--- src/include/serial_control_pkg.sv ---
/*
  Register map, field positions, reset values and timing counts for the
  serial control enables block. Assumes an AXI4-Lite slave with 32-bit data.
*/
package serial_control_pkg;
  // Byte addresses
  localparam logic [4:0] ADDR_CONTROL  = 5'h00;
  localparam logic [4:0] ADDR_FORMAT   = 5'h04;
  localparam logic [4:0] ADDR_STATUS   = 5'h08;
  localparam logic [4:0] ADDR_IRQ_STAT = 5'h0C;
  localparam logic [4:0] ADDR_IRQ_EN   = 5'h10;
  localparam logic [4:0] ADDR_IRQ_CLR  = 5'h14;

  // Control register fields
  localparam int TX_IRQ_ON_BIT      = 7;
  localparam int RX_IRQ_ON_BIT      = 6;
  localparam int TX_ON_BIT          = 5;
  localparam int RX_ON_BIT          = 4;
  localparam int ADDR_WAIT_SKIP_BIT = 3;
  localparam int TX_DONE_IRQ_ON_BIT = 2;
  localparam int CLK_SEL_HI_BIT     = 1;
  localparam int CLK_SEL_LO_BIT     = 0;
  localparam logic [7:0] CONTROL_RESET = 8'h00;

  // Format register fields
  localparam int SYNC_MODE_BIT          = 7;
  localparam int ADDRESS_FRAME_MODE_BIT = 2;
  localparam logic [7:0] FORMAT_RESET   = 8'h00;

  // Status register fields
  localparam int TX_EMPTY_BIT = 7;
  localparam int RX_FULL_BIT  = 6;
  localparam int OVERRUN_BIT  = 5;
  localparam int FRAMING_BIT  = 4;
  localparam int TX_DONE_BIT  = 2;
  localparam logic [7:0] STATUS_RESET = 8'h84;

  // Sticky event bits
  localparam int EV_TX_EMPTY = 0;
  localparam int EV_RX_FULL  = 1;
  localparam int EV_RX_ERROR = 2;
  localparam int EV_TX_DONE  = 3;
  localparam int EV_ADDR_HIT = 4;
  localparam int EV_COUNT    = 5;

  // Clock select encodings
  localparam logic [1:0] CLKSEL_INT     = 2'h0;
  localparam logic [1:0] CLKSEL_INT_OUT = 2'h1;
  localparam logic [1:0] CLKSEL_EXT     = 2'h2;

  // Oversampling of the external asynchronous clock
  localparam int EXT_OVERSAMPLE = 16;

  localparam logic [1:0] RESP_OKAY   = 2'h0;
  localparam logic [1:0] RESP_SLVERR = 2'h2;
endpackage

--- src/design/edge_pulse.sv ---
/*
  Rising-edge detector producing a one-cycle pulse.
  Assumes the input is already synchronous to aclk.
*/
`timescale 1ns/1ps
module edge_pulse
(
  // Clock and reset
  input  wire logic aclk,
  input  wire logic aresetn,
  // Level in, pulse out
  input  wire logic level,
  output logic      pulse
);
  logic level_q;

  always_ff @(posedge aclk)
  begin
    // Starts high so an idle-high clock line gives no false edge after reset
    if (!aresetn)
      level_q <= 1'b1;
    else
      level_q <= level;
  end

  assign pulse = level & ~level_q;
endmodule

--- src/design/rate_divider.sv ---
/*
  Divider giving a one-cycle enable on every DIV-th cycle in which run is high.
  Assumes a single clock; reset restarts the count, a low run only pauses it.
*/
`timescale 1ns/1ps
module rate_divider
#(
  parameter int DIV = 16
)
(
  // Clock and reset
  input  wire logic aclk,
  input  wire logic aresetn,
  // Control
  input  wire logic run,
  output logic      tick
);
  logic [15:0] count_q;

  always_ff @(posedge aclk)
  begin
    if (!aresetn)
      count_q <= 16'h0000;
    else if (run)
    begin
      if (count_q == 16'(DIV - 1))
        count_q <= 16'h0000;
      else
        count_q <= count_q + 16'h0001;
    end
  end

  assign tick = run && (count_q == 16'(DIV - 1));
endmodule

--- src/design/serial_control_enables.sv ---
/*
  Control register logic of a serial communication unit: interrupt gating,
  transmit/receive enables, address-wait filtering and serial clock pin
  selection. Assumes the shifters and baud generator outside supply event
  pulses and a bit-rate tick; registers reached over AXI4-Lite.
*/
// Design decisions made here: the placing of the registers and the AXI4-Lite interface to the registers.
// Behaviour
// - tx_irq_on gates the transmit-empty interrupt request.
// - rx_irq_on gates both receive-full and receive-error requests.
// - Transmission runs only while tx_on is set.
// - Reception runs only while rx_on is set.
// - addr_wait_skip acts only in asynchronous mode with address frames.
// - While waiting, frames with address bit 0 set no receive flags.
// - An address-bit-1 frame clears addr_wait_skip and resumes reception.
// - tx_done_irq_on gates the transmit-end interrupt request.
// - Async 00/01 use internal generator; 01 drives bit-rate clock out.
// - Async 10 takes pin clock at sixteen times bit rate.
// - Synchronous 00 generates the clock and drives it on the pin.
// - Synchronous 10 makes the pin an input fed by the far party.
// - Format mode bit: 0 asynchronous, 1 clocked synchronous.
// - With tx_on clear, transmit-empty and transmit-end flags stay set.
`timescale 1ns/1ps
module serial_control_enables
(
  // Clock and reset
  input  wire logic        aclk,
  input  wire logic        aresetn,
  // AXI4-Lite write address
  input  wire logic [4:0]  s_axi_awaddr,
  input  wire logic        s_axi_awvalid,
  output logic             s_axi_awready,
  // AXI4-Lite write data
  input  wire logic [31:0] s_axi_wdata,
  input  wire logic [3:0]  s_axi_wstrb,
  input  wire logic        s_axi_wvalid,
  output logic             s_axi_wready,
  // AXI4-Lite write response
  output logic [1:0]       s_axi_bresp,
  output logic             s_axi_bvalid,
  input  wire logic        s_axi_bready,
  // AXI4-Lite read
  input  wire logic [4:0]  s_axi_araddr,
  input  wire logic        s_axi_arvalid,
  output logic             s_axi_arready,
  output logic [31:0]      s_axi_rdata,
  output logic [1:0]       s_axi_rresp,
  output logic             s_axi_rvalid,
  input  wire logic        s_axi_rready,
  // Events from the shifters
  input  wire logic        tx_loaded,
  input  wire logic        tx_written,
  input  wire logic        tx_last_bit,
  input  wire logic        rx_frame_done,
  input  wire logic        rx_frame_mpb,
  input  wire logic        rx_framing_err,
  input  wire logic        rx_overrun,
  input  wire logic        bit_rate_tick,
  // Enables to the shifters
  output logic             tx_run,
  output logic             rx_run,
  output logic             ext_clk_tick,
  // Serial clock pin
  input  wire logic        serial_clock_pin_i,
  output logic             serial_clock_pin_o,
  output logic             serial_clock_pin_oe,
  // Interrupts
  output logic             tx_empty_irq,
  output logic             rx_full_irq,
  output logic             rx_error_irq,
  output logic             tx_done_irq,
  output logic             irq
);
  logic [7:0]  control_q;
  logic [7:0]  format_q;
  logic [7:0]  flags_q;
  logic [serial_control_pkg::EV_COUNT-1:0] ev_stat_q;
  logic [serial_control_pkg::EV_COUNT-1:0] ev_en_q;
  logic [serial_control_pkg::EV_COUNT-1:0] ev_set;
  logic [serial_control_pkg::EV_COUNT-1:0] ev_clr;
  logic        aw_hold_q;
  logic        w_hold_q;
  logic [4:0]  awaddr_q;
  logic [31:0] wdata_q;
  logic        wstrb0_q;
  logic        wr_fire;
  logic        wr_ok;
  logic        rd_fire;
  logic        sync_mode;
  logic        waiting;
  logic        frame_accept;
  logic        pin_edge;
  logic        ext_div_tick;
  logic        ctrl_wr;
  logic        bit_clk_q;
  logic [1:0]  clk_sel;

  assign sync_mode = format_q[serial_control_pkg::SYNC_MODE_BIT];
  assign clk_sel   = {control_q[serial_control_pkg::CLK_SEL_HI_BIT],
                      control_q[serial_control_pkg::CLK_SEL_LO_BIT]};
  assign waiting   = control_q[serial_control_pkg::ADDR_WAIT_SKIP_BIT] && !sync_mode
                     && format_q[serial_control_pkg::ADDRESS_FRAME_MODE_BIT];
  assign frame_accept = rx_frame_done && rx_run && (!waiting || rx_frame_mpb);

  // Write channel: address and data taken in either order
  assign wr_fire = aw_hold_q && w_hold_q && !s_axi_bvalid;
  assign wr_ok   = (awaddr_q == serial_control_pkg::ADDR_CONTROL) || (awaddr_q == serial_control_pkg::ADDR_FORMAT)
                   || (awaddr_q == serial_control_pkg::ADDR_IRQ_EN) || (awaddr_q == serial_control_pkg::ADDR_IRQ_CLR);
  assign ctrl_wr = wr_fire && wstrb0_q && (awaddr_q == serial_control_pkg::ADDR_CONTROL);

  always_ff @(posedge aclk)
  begin
    if (!aresetn)
    begin
      aw_hold_q     <= 1'b0;
      awaddr_q      <= 5'h00;
      s_axi_awready <= 1'b0;
    end
    else
    begin
      s_axi_awready <= !aw_hold_q && s_axi_awvalid && !s_axi_awready;
      if (s_axi_awvalid && s_axi_awready)
      begin
        aw_hold_q <= 1'b1;
        awaddr_q  <= {s_axi_awaddr[4:2], 2'h0};
      end
      else if (wr_fire)
        aw_hold_q <= 1'b0;
    end
  end

  always_ff @(posedge aclk)
  begin
    if (!aresetn)
    begin
      w_hold_q     <= 1'b0;
      wdata_q      <= 32'h0000_0000;
      wstrb0_q     <= 1'b0;
      s_axi_wready <= 1'b0;
    end
    else
    begin
      s_axi_wready <= !w_hold_q && s_axi_wvalid && !s_axi_wready;
      if (s_axi_wvalid && s_axi_wready)
      begin
        w_hold_q <= 1'b1;
        wdata_q  <= s_axi_wdata;
        wstrb0_q <= s_axi_wstrb[0];
      end
      else if (wr_fire)
        w_hold_q <= 1'b0;
    end
  end

  always_ff @(posedge aclk)
  begin
    if (!aresetn)
    begin
      s_axi_bvalid <= 1'b0;
      s_axi_bresp  <= serial_control_pkg::RESP_OKAY;
    end
    else if (wr_fire)
    begin
      s_axi_bvalid <= 1'b1;
      s_axi_bresp  <= wr_ok ? serial_control_pkg::RESP_OKAY : serial_control_pkg::RESP_SLVERR;
    end
    else if (s_axi_bready)
      s_axi_bvalid <= 1'b0;
  end

  // Control register; hardware clear of the wait bit beats a software write
  always_ff @(posedge aclk)
  begin
    if (!aresetn)
      control_q <= serial_control_pkg::CONTROL_RESET;
    else
    begin
      if (ctrl_wr)
        control_q <= wdata_q[7:0];
      if (waiting && rx_run && rx_frame_done && rx_frame_mpb)
        control_q[serial_control_pkg::ADDR_WAIT_SKIP_BIT] <= 1'b0;
    end
  end

  always_ff @(posedge aclk)
  begin
    if (!aresetn)
      format_q <= serial_control_pkg::FORMAT_RESET;
    else if (wr_fire && wstrb0_q && awaddr_q == serial_control_pkg::ADDR_FORMAT)
      format_q <= wdata_q[7:0];
  end

  always_ff @(posedge aclk)
  begin
    if (!aresetn)
      ev_en_q <= '0;
    else if (wr_fire && wstrb0_q && awaddr_q == serial_control_pkg::ADDR_IRQ_EN)
      ev_en_q <= wdata_q[serial_control_pkg::EV_COUNT-1:0];
  end

  // Status flags; setting events win over clearing ones
  always_ff @(posedge aclk)
  begin
    if (!aresetn)
      flags_q <= serial_control_pkg::STATUS_RESET;
    else
    begin
      if (tx_written)
      begin
        flags_q[serial_control_pkg::TX_EMPTY_BIT] <= 1'b0;
        flags_q[serial_control_pkg::TX_DONE_BIT]  <= 1'b0;
      end
      if (tx_loaded)
        flags_q[serial_control_pkg::TX_EMPTY_BIT] <= 1'b1;
      if (tx_last_bit && flags_q[serial_control_pkg::TX_EMPTY_BIT])
        flags_q[serial_control_pkg::TX_DONE_BIT] <= 1'b1;
      if (!tx_run)
      begin
        flags_q[serial_control_pkg::TX_EMPTY_BIT] <= 1'b1;
        flags_q[serial_control_pkg::TX_DONE_BIT]  <= 1'b1;
      end
      if (frame_accept)
      begin
        flags_q[serial_control_pkg::RX_FULL_BIT] <= !rx_framing_err;
        flags_q[serial_control_pkg::FRAMING_BIT] <= rx_framing_err;
        if (rx_overrun)
          flags_q[serial_control_pkg::OVERRUN_BIT] <= 1'b1;
      end
      else if (rd_fire && s_axi_araddr[4:2] == serial_control_pkg::ADDR_STATUS[4:2])
      begin
        // Reading the status acknowledges the receive flags
        flags_q[serial_control_pkg::RX_FULL_BIT] <= 1'b0;
        flags_q[serial_control_pkg::FRAMING_BIT] <= 1'b0;
        flags_q[serial_control_pkg::OVERRUN_BIT] <= 1'b0;
      end
    end
  end

  assign tx_run = control_q[serial_control_pkg::TX_ON_BIT];
  assign rx_run = control_q[serial_control_pkg::RX_ON_BIT];

  // Sticky events, write-one-to-clear, set wins
  assign ev_set[serial_control_pkg::EV_TX_EMPTY] = tx_loaded;
  assign ev_set[serial_control_pkg::EV_RX_FULL]  = frame_accept && !rx_framing_err;
  assign ev_set[serial_control_pkg::EV_RX_ERROR] = frame_accept && (rx_framing_err || rx_overrun);
  assign ev_set[serial_control_pkg::EV_TX_DONE]  = tx_last_bit && flags_q[serial_control_pkg::TX_EMPTY_BIT];
  assign ev_set[serial_control_pkg::EV_ADDR_HIT] = waiting && rx_run && rx_frame_done && rx_frame_mpb;
  assign ev_clr = (wr_fire && wstrb0_q && awaddr_q == serial_control_pkg::ADDR_IRQ_CLR)
                  ? wdata_q[serial_control_pkg::EV_COUNT-1:0] : '0;

  always_ff @(posedge aclk)
  begin
    if (!aresetn)
      ev_stat_q <= '0;
    else
      ev_stat_q <= (ev_stat_q & ~ev_clr) | ev_set;
  end

  // Request lines: status AND enable, registered
  always_ff @(posedge aclk)
  begin
    if (!aresetn)
    begin
      tx_empty_irq <= 1'b0;
      rx_full_irq  <= 1'b0;
      rx_error_irq <= 1'b0;
      tx_done_irq  <= 1'b0;
      irq          <= 1'b0;
    end
    else
    begin
      tx_empty_irq <= flags_q[serial_control_pkg::TX_EMPTY_BIT] && control_q[serial_control_pkg::TX_IRQ_ON_BIT];
      rx_full_irq  <= flags_q[serial_control_pkg::RX_FULL_BIT] && control_q[serial_control_pkg::RX_IRQ_ON_BIT];
      rx_error_irq <= (flags_q[serial_control_pkg::FRAMING_BIT] || flags_q[serial_control_pkg::OVERRUN_BIT])
                      && control_q[serial_control_pkg::RX_IRQ_ON_BIT];
      tx_done_irq  <= flags_q[serial_control_pkg::TX_DONE_BIT] && control_q[serial_control_pkg::TX_DONE_IRQ_ON_BIT];
      irq          <= |(ev_stat_q & ev_en_q);
    end
  end

  // Serial clock pin; reserved encodings leave the pin undriven
  edge_pulse u_pin_edge
  (
    .aclk    (aclk),
    .aresetn (aresetn),
    .level   (serial_clock_pin_i),
    .pulse   (pin_edge)
  );

  rate_divider #(.DIV(serial_control_pkg::EXT_OVERSAMPLE)) u_ext_div
  (
    .aclk    (aclk),
    .aresetn (aresetn && !sync_mode && (clk_sel == serial_control_pkg::CLKSEL_EXT)),
    .run     (pin_edge),
    .tick    (ext_div_tick)
  );

  always_ff @(posedge aclk)
  begin
    if (!aresetn)
    begin
      bit_clk_q           <= 1'b1;
      serial_clock_pin_o  <= 1'b1;
      serial_clock_pin_oe <= 1'b0;
      ext_clk_tick        <= 1'b0;
    end
    else
    begin
      if (bit_rate_tick)
        bit_clk_q <= ~bit_clk_q;
      serial_clock_pin_o  <= bit_clk_q;
      serial_clock_pin_oe <= sync_mode ? (clk_sel == serial_control_pkg::CLKSEL_INT)
                                       : (clk_sel == serial_control_pkg::CLKSEL_INT_OUT);
      // Async: one tick per sixteen pin edges, a bit time; sync: one per edge
      ext_clk_tick <= (clk_sel == serial_control_pkg::CLKSEL_EXT) && (sync_mode ? pin_edge : ext_div_tick);
    end
  end

  // Read channel
  assign rd_fire = s_axi_arvalid && s_axi_arready;

  always_ff @(posedge aclk)
  begin
    if (!aresetn)
    begin
      s_axi_arready <= 1'b0;
      s_axi_rvalid  <= 1'b0;
      s_axi_rdata   <= 32'h0000_0000;
      s_axi_rresp   <= serial_control_pkg::RESP_OKAY;
    end
    else
    begin
      s_axi_arready <= !s_axi_rvalid && s_axi_arvalid && !s_axi_arready;
      if (rd_fire)
      begin
        s_axi_rvalid <= 1'b1;
        s_axi_rresp  <= serial_control_pkg::RESP_OKAY;
        unique case ({s_axi_araddr[4:2], 2'h0})
          serial_control_pkg::ADDR_CONTROL:  s_axi_rdata <= {24'h000000, control_q};
          serial_control_pkg::ADDR_FORMAT:   s_axi_rdata <= {24'h000000, format_q};
          serial_control_pkg::ADDR_STATUS:   s_axi_rdata <= {24'h000000, flags_q};
          serial_control_pkg::ADDR_IRQ_STAT: s_axi_rdata <= {27'h0000000, ev_stat_q};
          serial_control_pkg::ADDR_IRQ_EN:   s_axi_rdata <= {27'h0000000, ev_en_q};
          default:
          begin
            s_axi_rdata <= 32'h0000_0000;
            s_axi_rresp <= (s_axi_araddr[4:2] == serial_control_pkg::ADDR_IRQ_CLR[4:2])
                           ? serial_control_pkg::RESP_OKAY : serial_control_pkg::RESP_SLVERR;
          end
        endcase
      end
      else if (s_axi_rready)
        s_axi_rvalid <= 1'b0;
    end
  end
endmodule

--- config.mk ---
export PLATFORM = sky130hd
export DESIGN_NAME = serial_control_enables
export DESIGN_NICKNAME = d
export VERILOG_FILES = /design/src/include/serial_control_pkg.sv /design/src/design/edge_pulse.sv /design/src/design/rate_divider.sv /design/src/design/serial_control_enables.sv
export SDC_FILE = /design/constraint.sdc
export NUM_CORES = 1
export LEC_CHECK = 0
export ABC_AREA = 1
export CAP_MARGIN = 0
export CELL_PAD_IN_SITES_DETAIL_PLACEMENT = 1
export CELL_PAD_IN_SITES_GLOBAL_PLACEMENT = 2
export CORE_UTILIZATION = 30
export DETAILED_ROUTE_END_ITERATION = 6
export DONT_BUFFER_PORTS = 1
export PLACE_DENSITY_LB_ADDON = 0.1
export SYNTH_ARGS = -nofsm -noshare
export SYNTH_HDL_FRONTEND = slang
export SYNTH_SLANG_ARGS = --single-unit
--- constraint.sdc ---
create_clock -name aclk -period 1.63 [get_ports aclk]
set_input_delay 0.489 -clock aclk [delete_from_list [all_inputs] [get_ports aclk]]
set_output_delay 0.489 -clock aclk [all_outputs]
set_load 0.02 [all_outputs]
==> results.yml <==
status:
  outcome: "complete, no violations"
global_route:
  grt_max_degree: 37
  grt-ovfl-total: 0
  antenna_found_initial: 0
  grt_pass1_vias: 3227
  track_usage_pct: 16.5
  grt_pass1_wl_um: 16500
worst_setup_path:
  endpoint_kind: "register"
  critPathLaunchType: "register"
  critPathKind: "register to register"
  r2r_slack_ns: 0.14
  required_ns: 1.86
  crit_path_end: "u_ext_div.count_q[13]"
  crit_fanout: 6
  r2r-end: "u_ext_div.count_q[13]"
  reg2reg_depth: 8
  crit-reg2reg-launch: "u_ext_div.count_q[0]"
  cp-startpoint: "u_ext_div.count_q[0]"
  arrival_ns: 1.72
floorplan:
  initial_core_util_pct: 31.4
  dieArea_um2: 13200
  coreArea_um2: 12200
  die_w_um: 115
  fp.dieH_um: 115
  ios: 113
  row_count: 40
route:
  drt_iter0_drc: 89
  drc_errors: 0
  wl_um: 9990
  dr.pass1.iters: 4
  viasPerCell: 4.57
  routedWlPerCell_um: 14.5
  vias: 3160
  ant_nets: 0
sta:
  fmax_ghz: 0.670
  hold_ws_ns: 0.226
  finalClockSkew_ns: 0.00585
  rsz0062_at_grt: "false"
  hold_viol: 0
  period_minus_slack_ns: 1.49
  setup_violations: 0
  setup_tns_ns: 0
  finalCritPeriodShare_pct: 91.5
  drv_slew: 0
clocking:
  ctsLongestPathBuffers: 2
  cts_setup_buffers: 0
  tritoncts: "built"
  clock_sinks: 86
  clock-root-buffer: "clkbuf_16"
  cts_buffers: 9
  ctsHoldBuffers: 0
  post_cts_resized: 0
  clkTransAtPathRegs_ns: 0.06
  clk_latency_ns: 0.34
  htree_levels: 3
synth:
  yosysSeqAreaShare_pct: 45.0
  synth-compound-area-share_pct: 14.1
  syn-instance-count: 514
  synth_cell_types: 36
  synthTopCellsByArea: "dfxtp_1 45%, nand2_1 9.3%, a21oi_1 7.4%"
  synthSimpleGateAreaFrac_pct: 27.0
  yosys_warnings: 0
  synth_xor_xnor_area_share_pct: 1.37
  yosysTopAreaCell: "dfxtp_1"
  synthAdderAreaFrac_pct: 0.327
  netlist_area_um2: 3830
  synth_top_area_share_pct: 45.0
  synth_seq_cells: 86
  syn_area_per_cell_um2: 7.45
  synth_top_family_by_area: "simple AND/OR/NAND/NOR gates"
  synthMuxAreaShare_pct: 0
power_and_ir_drop:
  total_power_uw: 4670
  power_leakage_uw: 0.00167
  power_density_nw_per_um2: 1100
  peakVddDrop_v: 0.000418
finish:
  seq_area_um2: 1720
  multi_input_area_um2: 1740
  drive_gt1_share_pct: 7.84
  nets: 581
  antenna_cells: 0
  syn2layout_area_growth_pct: 11.1
  fillers: 1571
  final_common_cell: "nand2_1"
  layout_common_cells: "95 x nand2_1, 86 x dfxtp_1, 63 x nor2_1, 57 x a21oi_1, 47 x inv_1"
placed_design:
  globalplace.congestion: 0.715
  port_buffers: 0
  dp_hpwl_um: 7530
worst_hold_path:
  hold_class: "primary input to register"
flow_run:
  drv_cap: 0
==> sequential cells by signal, indices dropped and copies added, names as in the netlist, 3 cells and up <==
name / flops
u_ext_div.count_q: 16
control_q: 8
format_q: 8
s_axi_rdata: 8
wdata_q: 8
ev_en_q: 5
ev_stat_q: 5
flags_q: 5
awaddr_q: 3
==> critical path, stage by stage (launching register included) <==
cell and delay, ns:
dfxtp_1 0.37, ha_1 0.20, nand4_1 0.12, nor2_1 0.15, nand3_1 0.08, nand2_1 0.25, inv_2 0.11, nand2_1 0.07
nor2_1 0.03
==> cell families (layout without fill, tap and decap cells) <==
| group | count (synthesis) | count (layout) |
|---|---|---|
| compound gates | 104 | 104 |
| xor+xnor | 6 | 6 |
| fa+ha+maj | 1 | 1 |
| buf+inv | 92 | 76 |
| flops | 86 | 86 |
| other cells | 1 | 26 |
| simple gates | 224 | 224 |
==> per-layer routing <==
metal	global-route usage, %	routed length, um	vias to the layer above
met5	0	0	-
met4	5.71	142	0
met3	4.22	518	10
met2	25.7	4290	76
met1	22.0	5040	1450
li1	-	-	1624
==> worst min path at each step <==
stage | from | end | slack [ns] | depth (start not counted)
after floorplan | bit_clk_q | serial_clock_pin_o | 0.40 | 2
after global placement | bit_clk_q | serial_clock_pin_o | 0.41 | 2
after detailed placement | bit_clk_q | serial_clock_pin_o | 0.42 | 2
after CTS | aresetn | serial_clock_pin_o | 0.22 | 1
after global routing | aresetn | u_pin_edge.level_q | 0.22 | 1
final | aresetn | u_pin_edge.level_q | 0.23 | 1
==> final cells by class <==
type	instances	area share, %
tap	168	4.94
inverter	53	4.67
multi-input combinational	361	40.8
clock inverter	3	1.53
clock buffer	13	6.35
sequential	86	40.4
timing repair buffer	7	1.23
==> synth_stat cells, drive strengths merged <==
cell / number
clkinv: 1
nor3: 12
a211oi: 1
or2: 2
nor3b: 1
o21ai: 42
nor2: 68
a22o: 2
a21oi: 57
clkbuf: 8
nand4: 11
nor4: 1
nand3b: 2
xnor2: 1
inv: 52
conb: 1
nand2: 99
o21bai: 2
nand3: 28
ha: 1
dfxtp: 86
buf: 31
xor2: 5
==> through the flow <==
step                      utilization, %  worst slack, ns  std cells  instance area (um^2)
after floorplan                        -            0.349        539                  3920
after global placement              32.1            0.149        675                  3920
after detailed placement            32.1            0.152        675                  3920
after CTS                           34.9            0.145        691                  4260
after global routing                34.9           0.0205        691                  4260
final                               34.9            0.138        691                  4260
==> where the power goes <==
part | switching, uW | internal [uW] | leakage (uW)
Sequential | 33.2 | 2130 | 0.000696
Combinational | 153 | 46.6 | 0.000804
Clock | 836 | 1470 | 0.000166
Total | 1020 | 3650 | 0.00167
No activity file was read; power rests on OpenSTA's default activity.
